File: config.mk
export PLATFORM = sky130hd
export DESIGN_NAME = flash_host_ctrl
export DESIGN_NICKNAME = d
export VERILOG_FILES = /design/src/flash_host_pkg.sv /design/src/flash_host_ctrl.sv /design/src/phase_timer.sv
export SDC_FILE = /design/constraint.sdc
export NUM_CORES = 1
export LEC_CHECK = 0
export ABC_AREA = 1
export BUFFER_PORTS_ARGS = -buffer_cell sky130_fd_sc_hd__clkbuf_2
export CELL_PAD_IN_SITES_DETAIL_PLACEMENT = 1
export CELL_PAD_IN_SITES_GLOBAL_PLACEMENT = 1
export CORE_MARGIN = 4
export CORE_UTILIZATION = 45
export DETAILED_ROUTE_END_ITERATION = 8
export PLACE_DENSITY_LB_ADDON = 0.1
export SYNTH_ARGS = -nofsm -noshare
export SYNTH_HDL_FRONTEND = slang
export SYNTH_SLANG_ARGS = --single-unit
File: constraint.sdc
create_clock -name core_clk -period 2.7 [get_ports core_clk]
set_clock_uncertainty 0.1 [all_clocks]
set_input_delay 0.135 -clock core_clk [delete_from_list [all_inputs] [get_ports core_clk]]
set_output_delay 0.135 -clock core_clk [all_outputs]
set_load 0.02 [all_outputs]
File: src/flash_host_pkg.sv
// Purpose : Shared constants for the parallel sector flash host controller
// Assumes : core_clk at 250 MHz; the flash is byte wide with 18 address lines
// Notes   : Times are kept in their printed units; cycle counts derive from them
package flash_host_pkg;

  // ****************************************************************
  // Pin geometry
  // ****************************************************************
  localparam int ADDR_W       = 18;
  localparam int DATA_W       = 8;
  localparam int CMD_ADDR_W   = 15;
  localparam int SECTOR_LSB   = 8;
  localparam int SECTOR_W     = ADDR_W - SECTOR_LSB;
  localparam int SECTOR_BYTES = 256;
  localparam int COUNT_W      = 9;
  localparam int TOGGLE_BIT   = 6;

  // ****************************************************************
  // Timing, printed units then cycles
  // ****************************************************************
  localparam int CLK_PERIOD_NS = 4;
  localparam int T_WP_NS       = 90;   // Write pulse low, least
  localparam int T_WPH_NS      = 100;  // Write pulse high, least
  localparam int T_AH_NS       = 50;   // Address hold after strobe rise, least
  localparam int T_RD_NS       = 200;  // Read strobe low and high, covers access and gate high pulse
  localparam int T_BLC_US      = 150;  // Byte-load window, longest
  localparam int T_WC_MS       = 10;   // Program cycle, longest
  localparam int WP_CYC        = (T_WP_NS + CLK_PERIOD_NS - 1) / CLK_PERIOD_NS;
  localparam int WPH_CYC_RAW   = (T_WPH_NS + CLK_PERIOD_NS - 1) / CLK_PERIOD_NS;
  localparam int AH_CYC        = (T_AH_NS + CLK_PERIOD_NS - 1) / CLK_PERIOD_NS;
  localparam int WPH_CYC       = (WPH_CYC_RAW > AH_CYC) ? WPH_CYC_RAW : AH_CYC;
  localparam int RD_CYC        = (T_RD_NS + CLK_PERIOD_NS - 1) / CLK_PERIOD_NS;
  localparam int BLC_CYC       = (T_BLC_US * 1000) / CLK_PERIOD_NS;
  localparam int WC_CYC        = (T_WC_MS * 1000000) / CLK_PERIOD_NS;
  localparam int PHASE_W       = 8;
  localparam int WIN_W         = 16;
  localparam int TMO_W         = 22;

  // ****************************************************************
  // Request codes and error flags
  // ****************************************************************
  typedef enum logic [1:0] {
    OP_READ   = 2'b00,
    OP_LOAD   = 2'b01,
    OP_CMD    = 2'b10,
    OP_FINISH = 2'b11
  } op_t;

  localparam int ERR_W        = 4;
  localparam int ERR_LATE     = 0;
  localparam int ERR_SECTOR   = 1;
  localparam int ERR_SHORT    = 2;
  localparam int ERR_TIMEOUT  = 3;

endpackage

File: src/flash_host_ctrl.sv
// Purpose : Host controller that drives a byte-wide sector flash over its pins
// Assumes : Flash data pins come from outside the clock domain; user port is synchronous
// Notes   : One request at a time; loads of a sector form a batch closed by OP_FINISH
module flash_host_ctrl
  import flash_host_pkg::*;
#(
  parameter int BLC_CYCLES = BLC_CYC,
  parameter int WC_CYCLES  = WC_CYC
)(
  input  wire logic              core_clk,
  input  wire logic              rstn,
  input  wire logic              req_valid,
  output logic                   req_ready,
  input  wire logic [1:0]        req_op,
  input  wire logic [ADDR_W-1:0] req_addr,
  input  wire logic [DATA_W-1:0] req_data,
  input  wire logic              req_full_sector,
  output logic                   rsp_valid,
  output logic [DATA_W-1:0]      rsp_data,
  output logic [ERR_W-1:0]       rsp_err,
  output logic                   load_window_open,
  output logic [ADDR_W-1:0]      flash_addr,
  output logic                   flash_ce_n,
  output logic                   flash_oe_n,
  output logic                   flash_we_n,
  output logic [DATA_W-1:0]      flash_data_out,
  output logic                   flash_data_oe,
  input  wire logic [DATA_W-1:0] flash_data_in
);

  // ****************************************************************
  // Elaboration checks
  // ****************************************************************
  if (BLC_CYCLES < 1 || BLC_CYCLES >= (1 << WIN_W))
  begin : g_blc_chk
    $error("BLC_CYCLES out of range for the window counter");
  end
  if (WC_CYCLES < 1 || WC_CYCLES + 4 * RD_CYC >= (1 << TMO_W))
  begin : g_wc_chk
    $error("WC_CYCLES out of range for the timeout counter");
  end

  typedef enum logic [2:0] {
    ST_IDLE      = 3'b000,
    ST_WR_LOW    = 3'b001,
    ST_WR_HIGH   = 3'b010,
    ST_RD_LOW    = 3'b011,
    ST_RD_HIGH   = 3'b100,
    ST_WAIT_WIN  = 3'b101,
    ST_POLL_LOW  = 3'b110,
    ST_POLL_HIGH = 3'b111
  } state_t;

  // ****************************************************************
  // Declarations
  // ****************************************************************
  state_t              state_r, state_nxt;
  logic [ADDR_W-1:0]   addr_r, addr_nxt;
  logic [DATA_W-1:0]   wdata_r, wdata_nxt;
  logic                ce_n_r, ce_n_nxt;
  logic                oe_n_r, oe_n_nxt;
  logic                we_n_r, we_n_nxt;
  logic                data_oe_r, data_oe_nxt;
  logic                rsp_valid_r, rsp_valid_nxt;
  logic [DATA_W-1:0]   rsp_data_r, rsp_data_nxt;
  logic [ERR_W-1:0]    rsp_err_r, rsp_err_nxt;
  logic                batch_r, batch_nxt;
  logic [SECTOR_W-1:0] sector_r, sector_nxt;
  logic [COUNT_W-1:0]  count_r, count_nxt;
  logic                need_full_r, need_full_nxt;
  logic                is_load_r, is_load_nxt;
  logic                first_r, first_nxt;
  logic                prev_tog_r, prev_tog_nxt;
  logic [ADDR_W-1:0]   poll_addr_r, poll_addr_nxt;
  logic [DATA_W-1:0]   din_s1_r, din_s2_r;
  logic                ph_load, win_load, tmo_load;
  logic [PHASE_W-1:0]  ph_val;
  logic                ph_last, win_busy, win_last, tmo_busy;
  logic                cur_tog;

  // ****************************************************************
  // Timers
  // ****************************************************************
  phase_timer #(.W(PHASE_W)) u_phase (
    .core_clk (core_clk),
    .rstn     (rstn),
    .load     (ph_load),
    .load_val (ph_val),
    .busy     (),
    .last     (ph_last)
  );

  // Byte-load window restarts on every completed load
  phase_timer #(.W(WIN_W)) u_window (
    .core_clk (core_clk),
    .rstn     (rstn),
    .load     (win_load),
    .load_val (WIN_W'(BLC_CYCLES)),
    .busy     (win_busy),
    .last     (win_last)
  );

  // Longest program plus two polls, so the reads that confirm completion still fit
  phase_timer #(.W(TMO_W)) u_timeout (
    .core_clk (core_clk),
    .rstn     (rstn),
    .load     (tmo_load),
    .load_val (TMO_W'(WC_CYCLES + 4 * RD_CYC)),
    .busy     (tmo_busy),
    .last     ()
  );

  // Flash data pins are asynchronous to core_clk
  always_ff @(posedge core_clk or negedge rstn)
  begin
    if (!rstn)
    begin
      din_s1_r <= '0;
      din_s2_r <= '0;
    end
    else
    begin
      din_s1_r <= flash_data_in;
      din_s2_r <= din_s1_r;
    end
  end

  assign cur_tog = din_s2_r[TOGGLE_BIT];

  // ****************************************************************
  // Sequencer
  // ****************************************************************
  // Next-state logic for the pin sequencer and batch bookkeeping
  always_comb
  begin
    state_nxt     = state_r;
    addr_nxt      = addr_r;
    wdata_nxt     = wdata_r;
    ce_n_nxt      = ce_n_r;
    oe_n_nxt      = oe_n_r;
    we_n_nxt      = we_n_r;
    data_oe_nxt   = data_oe_r;
    rsp_valid_nxt = 1'b0;
    rsp_data_nxt  = rsp_data_r;
    rsp_err_nxt   = rsp_err_r;
    batch_nxt     = batch_r;
    sector_nxt    = sector_r;
    count_nxt     = count_r;
    need_full_nxt = need_full_r;
    is_load_nxt   = is_load_r;
    first_nxt     = first_r;
    prev_tog_nxt  = prev_tog_r;
    poll_addr_nxt = poll_addr_r;
    ph_load       = 1'b0;
    ph_val        = '0;
    win_load      = 1'b0;
    tmo_load      = 1'b0;
    case (state_r)
      ST_IDLE:
      begin
        if (req_valid)
        begin
          rsp_err_nxt = '0;
          case (op_t'(req_op))
            OP_READ:
            begin
              addr_nxt  = req_addr;
              ce_n_nxt  = 1'b0;
              oe_n_nxt  = 1'b0;
              ph_load   = 1'b1;
              ph_val    = PHASE_W'(RD_CYC);
              state_nxt = ST_RD_LOW;
            end
            OP_LOAD:
            begin
              // A lapsed window means the flash is already programming and would drop the byte
              if (batch_r && !win_busy)
              begin
                rsp_err_nxt[ERR_LATE] = 1'b1;
                rsp_valid_nxt         = 1'b1;
              end
              else if (batch_r && req_addr[ADDR_W-1:SECTOR_LSB] != sector_r)
              begin
                rsp_err_nxt[ERR_SECTOR] = 1'b1;
                rsp_valid_nxt           = 1'b1;
              end
              else
              begin
                addr_nxt    = req_addr;
                wdata_nxt   = req_data;
                is_load_nxt = 1'b1;
                ce_n_nxt    = 1'b0;
                we_n_nxt    = 1'b0;
                oe_n_nxt    = 1'b1;
                data_oe_nxt = 1'b1;
                ph_load     = 1'b1;
                ph_val      = PHASE_W'(WP_CYC);
                state_nxt   = ST_WR_LOW;
              end
            end
            OP_CMD:
            begin
              // Upper lines driven low; only the low fifteen take part in matching
              addr_nxt      = {{(ADDR_W - CMD_ADDR_W){1'b0}}, req_addr[CMD_ADDR_W-1:0]};
              wdata_nxt     = req_data;
              is_load_nxt   = 1'b0;
              need_full_nxt = need_full_r | req_full_sector;
              ce_n_nxt      = 1'b0;
              we_n_nxt      = 1'b0;
              oe_n_nxt      = 1'b1;
              data_oe_nxt   = 1'b1;
              ph_load       = 1'b1;
              ph_val        = PHASE_W'(WP_CYC);
              state_nxt     = ST_WR_LOW;
            end
            default:
            begin
              // Finish: wait out the load window so programming has started
              poll_addr_nxt = addr_r;
              first_nxt     = 1'b1;
              state_nxt     = ST_WAIT_WIN;
            end
          endcase
        end
      end
      ST_WR_LOW:
      begin
        if (ph_last)
        begin
          we_n_nxt  = 1'b1;
          ce_n_nxt  = 1'b1;
          ph_load   = 1'b1;
          ph_val    = PHASE_W'(WPH_CYC);
          state_nxt = ST_WR_HIGH;
        end
      end
      ST_WR_HIGH:
      begin
        if (ph_last)
        begin
          data_oe_nxt   = 1'b0;
          rsp_valid_nxt = 1'b1;
          state_nxt     = ST_IDLE;
          if (is_load_r)
          begin
            win_load  = 1'b1;
            batch_nxt = 1'b1;
            if (!batch_r)
              sector_nxt = addr_r[ADDR_W-1:SECTOR_LSB];
            count_nxt = batch_r ? count_r + COUNT_W'(1) : COUNT_W'(1);
          end
        end
      end
      ST_RD_LOW:
      begin
        if (ph_last)
        begin
          rsp_data_nxt = din_s2_r;
          oe_n_nxt     = 1'b1;
          ce_n_nxt     = 1'b1;
          ph_load      = 1'b1;
          ph_val       = PHASE_W'(RD_CYC);
          state_nxt    = ST_RD_HIGH;
        end
      end
      ST_RD_HIGH:
      begin
        if (ph_last)
        begin
          rsp_valid_nxt = 1'b1;
          state_nxt     = ST_IDLE;
        end
      end
      ST_WAIT_WIN:
      begin
        if (!win_busy || win_last)
        begin
          // A protection batch must have filled the whole sector
          if (need_full_r && count_r != COUNT_W'(SECTOR_BYTES))
            rsp_err_nxt[ERR_SHORT] = 1'b1;
          batch_nxt     = 1'b0;
          need_full_nxt = 1'b0;
          addr_nxt      = poll_addr_r;
          ce_n_nxt      = 1'b0;
          oe_n_nxt      = 1'b0;
          tmo_load      = 1'b1;
          ph_load       = 1'b1;
          ph_val        = PHASE_W'(RD_CYC);
          state_nxt     = ST_POLL_LOW;
        end
      end
      ST_POLL_LOW:
      begin
        if (ph_last)
        begin
          rsp_data_nxt = din_s2_r;
          prev_tog_nxt = cur_tog;
          first_nxt    = 1'b0;
          oe_n_nxt     = 1'b1;
          ce_n_nxt     = 1'b1;
          // Only the change between reads counts, never the level itself
          if (!first_r && cur_tog == prev_tog_r)
          begin
            rsp_valid_nxt = 1'b1;
            state_nxt     = ST_IDLE;
          end
          else if (!tmo_busy)
          begin
            rsp_err_nxt[ERR_TIMEOUT] = 1'b1;
            rsp_valid_nxt            = 1'b1;
            state_nxt                = ST_IDLE;
          end
          else
          begin
            ph_load   = 1'b1;
            ph_val    = PHASE_W'(RD_CYC);
            state_nxt = ST_POLL_HIGH;
          end
        end
      end
      ST_POLL_HIGH:
      begin
        // Gate-high gap between polls is what makes the toggle bit move
        if (ph_last)
        begin
          ce_n_nxt  = 1'b0;
          oe_n_nxt  = 1'b0;
          ph_load   = 1'b1;
          ph_val    = PHASE_W'(RD_CYC);
          state_nxt = ST_POLL_LOW;
        end
      end
      default:
      begin
        state_nxt = ST_IDLE;
      end
    endcase
  end

  // Registers of the sequencer
  always_ff @(posedge core_clk or negedge rstn)
  begin
    if (!rstn)
    begin
      state_r     <= ST_IDLE;
      addr_r      <= '0;
      wdata_r     <= '0;
      ce_n_r      <= 1'b1;
      oe_n_r      <= 1'b1;
      we_n_r      <= 1'b1;
      data_oe_r   <= 1'b0;
      rsp_valid_r <= 1'b0;
      rsp_data_r  <= '0;
      rsp_err_r   <= '0;
      batch_r     <= 1'b0;
      sector_r    <= '0;
      count_r     <= '0;
      need_full_r <= 1'b0;
      is_load_r   <= 1'b0;
      first_r     <= 1'b1;
      prev_tog_r  <= 1'b0;
      poll_addr_r <= '0;
    end
    else
    begin
      state_r     <= state_nxt;
      addr_r      <= addr_nxt;
      wdata_r     <= wdata_nxt;
      ce_n_r      <= ce_n_nxt;
      oe_n_r      <= oe_n_nxt;
      we_n_r      <= we_n_nxt;
      data_oe_r   <= data_oe_nxt;
      rsp_valid_r <= rsp_valid_nxt;
      rsp_data_r  <= rsp_data_nxt;
      rsp_err_r   <= rsp_err_nxt;
      batch_r     <= batch_nxt;
      sector_r    <= sector_nxt;
      count_r     <= count_nxt;
      need_full_r <= need_full_nxt;
      is_load_r   <= is_load_nxt;
      first_r     <= first_nxt;
      prev_tog_r  <= prev_tog_nxt;
      poll_addr_r <= poll_addr_nxt;
    end
  end

  // ****************************************************************
  // Outputs
  // ****************************************************************
  assign req_ready        = (state_r == ST_IDLE);
  assign rsp_valid        = rsp_valid_r;
  assign rsp_data         = rsp_data_r;
  assign rsp_err          = rsp_err_r;
  assign load_window_open = batch_r & win_busy;
  assign flash_addr       = addr_r;
  assign flash_ce_n       = ce_n_r;
  assign flash_oe_n       = oe_n_r;
  assign flash_we_n       = we_n_r;
  assign flash_data_out   = wdata_r;
  assign flash_data_oe    = data_oe_r;

endmodule

File: src/phase_timer.sv
// Purpose : Down counter that times one phase and pulses on its last cycle
// Assumes : load and count share core_clk
// Notes   : A phase of N cycles is loaded with N; busy holds for those N cycles
module phase_timer
  import flash_host_pkg::*;
#(
  parameter int W = 8
)(
  input  wire logic         core_clk,
  input  wire logic         rstn,
  input  wire logic         load,
  input  wire logic [W-1:0] load_val,
  output logic              busy,
  output logic              last
);

  logic [W-1:0] cnt_r;
  logic [W-1:0] cnt_nxt;

  // Load wins over the running count so back to back phases chain cleanly
  always_comb
  begin
    cnt_nxt = cnt_r;
    if (load)
      cnt_nxt = load_val;
    else if (cnt_r != '0)
      cnt_nxt = cnt_r - W'(1);
  end

  always_ff @(posedge core_clk or negedge rstn)
  begin
    if (!rstn)
      cnt_r <= '0;
    else
      cnt_r <= cnt_nxt;
  end

  assign busy = (cnt_r != '0);
  assign last = (cnt_r == W'(1));

endmodule

After elaboration in Yosys (flattened, before gate mapping)

Cells that the tools add are included.

Bits in registers: 150
Input bits: 40
Output and inout port bits: 45
Word-level logic and storage cells: 220

$add $sub $neg: 4
Eq/ne operators: 37
Muxes and demuxes: 102
Bitwise logic cells: 4
Reductions and logical operators: 48

Operators with widths:

| operator                | count |
|---|---|
| $mux W18                | 4 |
| $pmux W18 S3            | 1 |
| $mux W22                | 2 |
| $mux W1                 | 43 |
| $mux W6                 | 6 |
| $pmux W18 S2            | 1 |
| $mux W3                 | 11 |
| $mux W16                | 2 |
| $mux W8                 | 4 |
| $pmux W6 S5             | 1 |
| $ne A2 B2 Y1 const B    | 14 |
| $pmux W1 S2             | 12 |
| $reduce_bool A22 Y1     | 1 |
| $sub A22 B1 Y22 const B | 1 |
| $pmux W3 S7             | 1 |
| $reduce_and A4 Y1       | 5 |
| $pmux W6 S3             | 1 |
| $reduce_and A6 Y1       | 3 |
| $reduce_bool A2 Y1      | 9 |
| $eq A16 B1 Y1 const B   | 1 |
| $pmux W8 S2             | 1 |
| $reduce_and A8 Y1       | 2 |
| $reduce_bool A16 Y1     | 1 |
| $sub A16 B1 Y16 const B | 1 |
| other kinds (39)        | 67 |

Depth between registers and ports, before layout

Depth after elaboration: 8
Gate-level depth with buffers: 15
Depth with buffers taken out: 14

By module

A second synthesis with hierarchy kept.

Cell total of the unflattened synthesis: 1,033
Area, all modules: 8,065.2 sq um

Modules (own cells, without submodules):

| module                   | instances | cells each | area each (sq um) | sequential area each (sq um) |
|---|---|---|---|---|
| flash_host_ctrl          | 1         | 556        | 4,813.4           | 2,607.5 |
| phase_timer at u_timeout | 1         | 231        | 1,515.2           | 550.5 |
| phase_timer at u_window  | 1         | 168        | 1,143.6           | 400.4 |
| phase_timer at u_phase   | 1         | 78         | 593.1             | 200.2 |

Worst setup path before layout

Ideal clock, no wire load.

Kind: register -> register
From: register u_timeout.cnt_r[0]
To: register u_phase.cnt_r[4]
Setup time: 117 ps
Data arrival time: 1,758 ps
Required time: 2,483 ps
Slack: 725 ps
Cell stages (with the launch flop): 12
Path buffers: 0
Clock period less this slack: 1,975 ps
Path through: dfrtp_1 > inv_1 > ha_1 > nand2_1 > nor2_2 > nand4_2 > nand2_1 > nand2_2 > nor2_4 > nand2_1 > nor2_1 > nor2_1

Longest elaborated chain between the ends: 6
Elaborated cells on any way between the ends: 11
Classes of those cells: mux: 9; reduce/logical: 2

RTL lines:

| element                                              | RTL line               | text |
|---|---|---|
| start, declared                                      | phase_timer.sv:17      | `logic [W-1:0] cnt_r;` |
| start signal, assigned                               | phase_timer.sv:35      | `cnt_r <= cnt_nxt;` |
| $reduce_bool A22 Y1 (*)                              | phase_timer.sv:38      | `assign busy = (cnt_r != '0);` |
| $mux W6 / $mux W1 (equally long branches)            | flash_host_ctrl.sv:307 | `else if (!tmo_busy)` |
| $mux W6 / $mux W1 (equally long branches)            | flash_host_ctrl.sv:302 | `if (!first_r && cur_tog == prev_tog_r)` |
| $mux W6 / $mux W1 (equally long branches)            | flash_host_ctrl.sv:294 | `if (ph_last)` |
| $pmux W6 S5 / $pmux W1 S4 (equally long branches)    | flash_host_ctrl.sv:158 | `case (state_r)` |
| $mux W8 / $reduce_bool A2 Y1 (equally long branches) | -                      |  |
| end signal, assigned                                 | phase_timer.sv:35      |  |
| end, declared                                        | phase_timer.sv:17      |  |

Mark *: on every way between the ends. The rest lies on a longest branch, timed or not.
A chain may end at the register's enable or synchronous reset.

Worst setup path after layout

From: register sector_r[0]
To: register is_load_r

Longest elaborated chain between the ends: 4

RTL lines:

| element                     | RTL line               | text |
|---|---|---|
| start, declared             | flash_host_ctrl.sv:68  | `logic [SECTOR_W-1:0] sector_r, sector_nxt;` |
| start signal, assigned      | flash_host_ctrl.sv:377 | `sector_r <= sector_nxt;` |
| $ne A10 B10 Y1              | flash_host_ctrl.sv:182 | `else if (batch_r && req_addr[ADDR_W-1:SECTOR_LSB] != sector_r)` |
| $logic_and A1 B1 Y1         | flash_host_ctrl.sv:182 |  |
| $ne A2 B2 Y1 (no line)      | -                      |  |
| $reduce_and A5 Y1 (no line) | -                      |  |
| end signal, assigned        | flash_host_ctrl.sv:380 | `is_load_r <= is_load_nxt;` |
| end, declared               | flash_host_ctrl.sv:71  | `logic is_load_r, is_load_nxt;` |

No other way between the ends.

==> results <==
- The library cell appearing most often on the critical path is sky130_fd_sc_hd__nand2_1.
- The H-tree generated during clock tree synthesis spans 4 levels.
- The data arrival time at the worst-slack endpoint is 2670 ps.
- The via count of the first global-routing pass came to 6,944.
- The number of different library cells used by synthesis comes to 49.
- The final clock period utilization by the worst path is 91.45%.
- Compared with the post-synthesis result, the final layout area differs by 22.08%.
- The final estimated routing congestion in global placement is 0.8400.
- The post-route cell area is 9111 sq um.
- The run finished with clean final reports.
- Along the worst path, the maximum fanout reaches 11.
- The mapped netlist covers 7463 sq um.
- After detailed routing, the number of vias per cell comes to 5.176.
- The largest stage delay on the critical path is 390 ps.
- The top flip-flop cell by instance count after synthesis is sky130_fd_sc_hd__dfrtp_1.
- The number of top-level pins is 85.
- Clock-pin slew was measured on the worst setup and hold paths at 70 ps.
- The placed instances occupy a cell area of 8165 sq um.
- The clock sink count is 150.
- For this run, the post-layout net count is 1,043.
- Once detailed placement completed, the half-perimeter wirelength came to 14,690 um.
- The fraction of the mapped netlist area in adder cells is 2.012%.
- The maximum number of buffers from clock root to sink is 2.
- After synthesis, the largest family of logic cells by area is simple AND/OR/NAND/NOR gates.
- TritonCTS built the clock tree.
- The type of the tightest min-delay check is in2reg.
- The number of diodes is 0.
- The number of nets in the synthesized netlist is 909.
- The final max-slew violation count is 0.
- The number of input and output port buffers inserted is 84.
- The count of antenna-violating nets left after detailed routing is 0.
- For this run, the total global-route usage over all layers was measured as 23.61%.
- For the worst setup path, the data required time is 2900 ps.
- The mean post-synth cell area is 8.709 sq um.
- For met2 alone, demand over resource in global routing was 41.76%.
- The XOR/XNOR share of the synthesized area is 2.582%.
- Setup violations remaining at the end of the flow were counted as 0.
- In the final routed layout, each cell accounts on average for 17.17 um.
- In the final layout, the share of cells above drive strength 1 is 20.32%.
- The first-pass iteration count of the detailed router is 4.
- For the pin with the worst max-slew slack, the measured transition is 691.4 ps.
- The cell with the largest stage delay on the worst path is sky130_fd_sc_hd__dfrtp_1.
- For this run, global-route usage on met1 was measured as 28.95%.
- Clock latency on the worst-skew pair, taken at its later pin, is 440 ps.
- The placeable core area is 16,060 sq um.
- The largest voltage drop on the vdd net is 0.0004563 V.
- The signal on the critical path passes through inv_1 -> nand2_1 -> nand2_1 -> nand2_1 -> nor2_1 -> nand3_1 -> nand2_1 -> inv_2 -> nand3_1 -> nand2_1 -> nor2_4 -> nand2_2 -> nand2_1 -> o21ai_1.
- The upper clock frequency limit is 405.0 MHz.
- The post-route DRC violation count is 0.
- Setup repair after global routing left no endpoint under its margin.
- The remaining global-route overflow is 0.
- The placement row count is 46.
- The count of fill cells added during filler insertion is 1,910.
- Summed over all failing endpoints, the final setup total negative slack is 0 ps.
- The number of antenna violations at the first check in global routing came to 0.
- The number of maximum-capacitance constraint violations is 0.
- The critical path in this run is classified as reg2reg.
- The final critical-path required period is 2469 ps.
- The post-synthesis register bit count is 150.
- The critical path endpoint category is a register.
- After synthesis, flip-flops and latches occupy 50.36% of the total area.
- In the layout the commonest cells are sky130_fd_sc_hd__nand2_1 (191), sky130_fd_sc_hd__dfrtp_1 (146), sky130_fd_sc_hd__inv_1 (104).
- The DRC violation total after the first TritonRoute iteration is 295.
- The floorplan step defined a die boundary enclosing 18,710 sq um.
- The portion of synthesized area spent on multiplexers is 4.878%.
- In this run, synthesis inferred 0 flip-flops with an integrated enable.
- The most common cell after layout, fill and taps aside is sky130_fd_sc_hd__nand2_1.
- The worst slew margin relative to its limit is 53.90%.
- Summing the areas of all compound-gate instances in the mapped netlist gives 8.801% of the synthesized area.
- In this run the most used layer during global routing was met2.
- The number of standard cells after synthesis is 857.
- Global routing used 3.971% of the available met3 tracks.
- The first-pass GRT wire length is 34,690 um.
- The count of endpoints failing hold in the final timing report came to 0.
- The pin count of the biggest net entering global routing is 64.
- The width of the die is 136.8 um.
- For this design the static power due to leakage is 0.004874 uW.
- The post-synthesis simple-gate area fraction is 24.33%.
- The type of element launching the critical path is a register.
- Summed over all layers, the routed wires come to 20,950 um.
- For this configuration, the core starts out at a cell density of 46.48%.
- The via count is 6,315.
- For this run, the number of Yosys warnings is 0.
- Buffers inserted during clock tree synthesis total 17.
- The share of async-settable or async-resettable flops after synthesis is 100.0%.
- The tree is rooted in a sky130_fd_sc_hd__clkbuf_16.
- The die height is 136.8 um.
- The total power divided by cell area is 532.0 nW/um^2.
[per-layer routing]
layer  vias to the layer above  share of wire, %
met1                      3139                43
met5                         -                 0
met2                       121                52
met3                        34               2.9
met4                         0               2.0
li1                       3021                 -
[report_power, final]
| part | internal (uW) | switching [uW] | leakage [uW] |
|---|---|---|---|
| registers | 2260 | 3.57 | 0.00201 |
| logic | 70.9 | 91.8 | 0.00258 |
| clock network | 1390 | 1040 | 0.000278 |
[final cells by class]
class | instances | area [sq um] | share of cell area, %
tap | 216 | 270.3 | 2.966
clock inverter | 14 | 165.2 | 1.813
timing repair buffer | 128 | 852.1 | 9.352
inverter | 116 | 435.4 | 4.779
clock buffer | 18 | 429.2 | 4.710
sequential | 150 | 3759 | 41.25
multi-input combinational | 578 | 3201 | 35.13
[through the flow]
stage / setup slack, ps / power (uW) / util [%] / hold WS (ps) / cells
finish: 230.9 / 4847 / 56.74 / 29.67 / 1220
global route: 44.15 / 5027 / 56.74 / 36.45 / 1220
CTS: 256.1 / 4900 / 56.61 / 12.33 / 1219
detailed placement: 301.9 / 2432 / 50.85 / 53.88 / 1154
global placement: 368.4 / 2427 / 50.85 / 42.13 / 1154
floorplan: 725.1 / 2334 / - / -260.6 / 857
[final timing paths]
path | from | end | slack (ps) | depth (start not counted)
worst max-delay path | sector_r[0]$_DFFE_PN0P_ | is_load_r$_DFFE_PN0P_ | 230 | 14
worst min-delay path | req_addr[9] | flash_addr[9]$_DFFE_PN0P_ | 30 | 5
worst max register to register | sector_r[0]$_DFFE_PN0P_ | is_load_r$_DFFE_PN0P_ | 230 | 14
worst min register to register | din_s1_r[0]$_DFF_PN0_ | din_s2_r[0]$_DFF_PN0_ | 250 | 0
max in group asynchronous | rstn | count_r[1]$_DFFE_PN0P_ | 1520 | 3
min in group asynchronous | rstn | u_timeout.cnt_r[13]$_DFFE_PN0P_ | 150 | 2
[logic make-up (layout without fill, tap and decap cells)]
family	count (synthesis)	count (layout)
mux	31	31
compound gates	119	119
xor+xnor	22	22
flops	150	150
buf+inv	130	276
simple gates	393	394
fa+ha+maj	12	12
[synthesized netlist by cell type, types with 3 or more instances]
master	number	area, sq um
sky130_fd_sc_hd__buf_6	3	33.78
sky130_fd_sc_hd__o211ai_1	5	37.54
sky130_fd_sc_hd__o21a_1	4	30.03
sky130_fd_sc_hd__xnor2_1	7	61.31
sky130_fd_sc_hd__nor2_2	9	56.30
sky130_fd_sc_hd__dfrtp_1	146	3654
sky130_fd_sc_hd__nor2_4	4	45.04
sky130_fd_sc_hd__nor3b_1	3	22.52
sky130_fd_sc_hd__nor2_1	86	322.8
sky130_fd_sc_hd__buf_4	3	22.52
sky130_fd_sc_hd__ha_1	12	150.1
sky130_fd_sc_hd__mux2_4	8	120.1
sky130_fd_sc_hd__or2_2	5	31.28
sky130_fd_sc_hd__o21ai_0	48	240.2
sky130_fd_sc_hd__nand3_2	4	40.04
sky130_fd_sc_hd__a21oi_1	24	120.1
sky130_fd_sc_hd__o21ai_1	25	125.1
sky130_fd_sc_hd__nand2_2	10	62.56
sky130_fd_sc_hd__mux2i_1	12	120.1
sky130_fd_sc_hd__nand2_1	191	716.9
sky130_fd_sc_hd__mux2_2	11	123.9
sky130_fd_sc_hd__clkbuf_1	5	18.77
sky130_fd_sc_hd__nand4_1	12	75.07
sky130_fd_sc_hd__nor3_1	18	90.09
sky130_fd_sc_hd__buf_2	3	15.01
sky130_fd_sc_hd__dfstp_2	4	105.1
sky130_fd_sc_hd__xor2_1	15	131.4
sky130_fd_sc_hd__nand3_1	39	195.2
sky130_fd_sc_hd__inv_1	104	390.4
sky130_fd_sc_hd__inv_2	10	37.54
[worst max-delay path, delay by kind of cell, from the launching register on]
kind | cells | cell delay (ps)
AND/OR/NAND/NOR | 11 | 1630
buffers and inverters | 2 | 150
flip-flops | 1 | 390
AO/OA/AOI/OAI | 1 | 60
[timing repair]
item | CTS | global route
hold buffers | 33 | 0
gates resized for setup | 0 | 1
setup buffers | 0 | 0
hold endpoints to repair | 90 | 0
endpoints found under the setup margin | 0 | 4
[flip-flops by register name (all words and copies together) (netlist names), 4 cells and up]
| register | flops |
|---|---|
| flash_addr | 18 |
| rsp_data | 8 |
| u_window.cnt_r | 16 |
| flash_data_out | 8 |
| rsp_err | 4 |
| u_phase.cnt_r | 8 |
| din_s1_r | 8 |
| sector_r | 10 |
| count_r | 9 |
| din_s2_r | 8 |
| u_timeout.cnt_r | 22 |
| poll_addr_r | 18 |
Note: power is estimated with default switching activity, not from simulation.
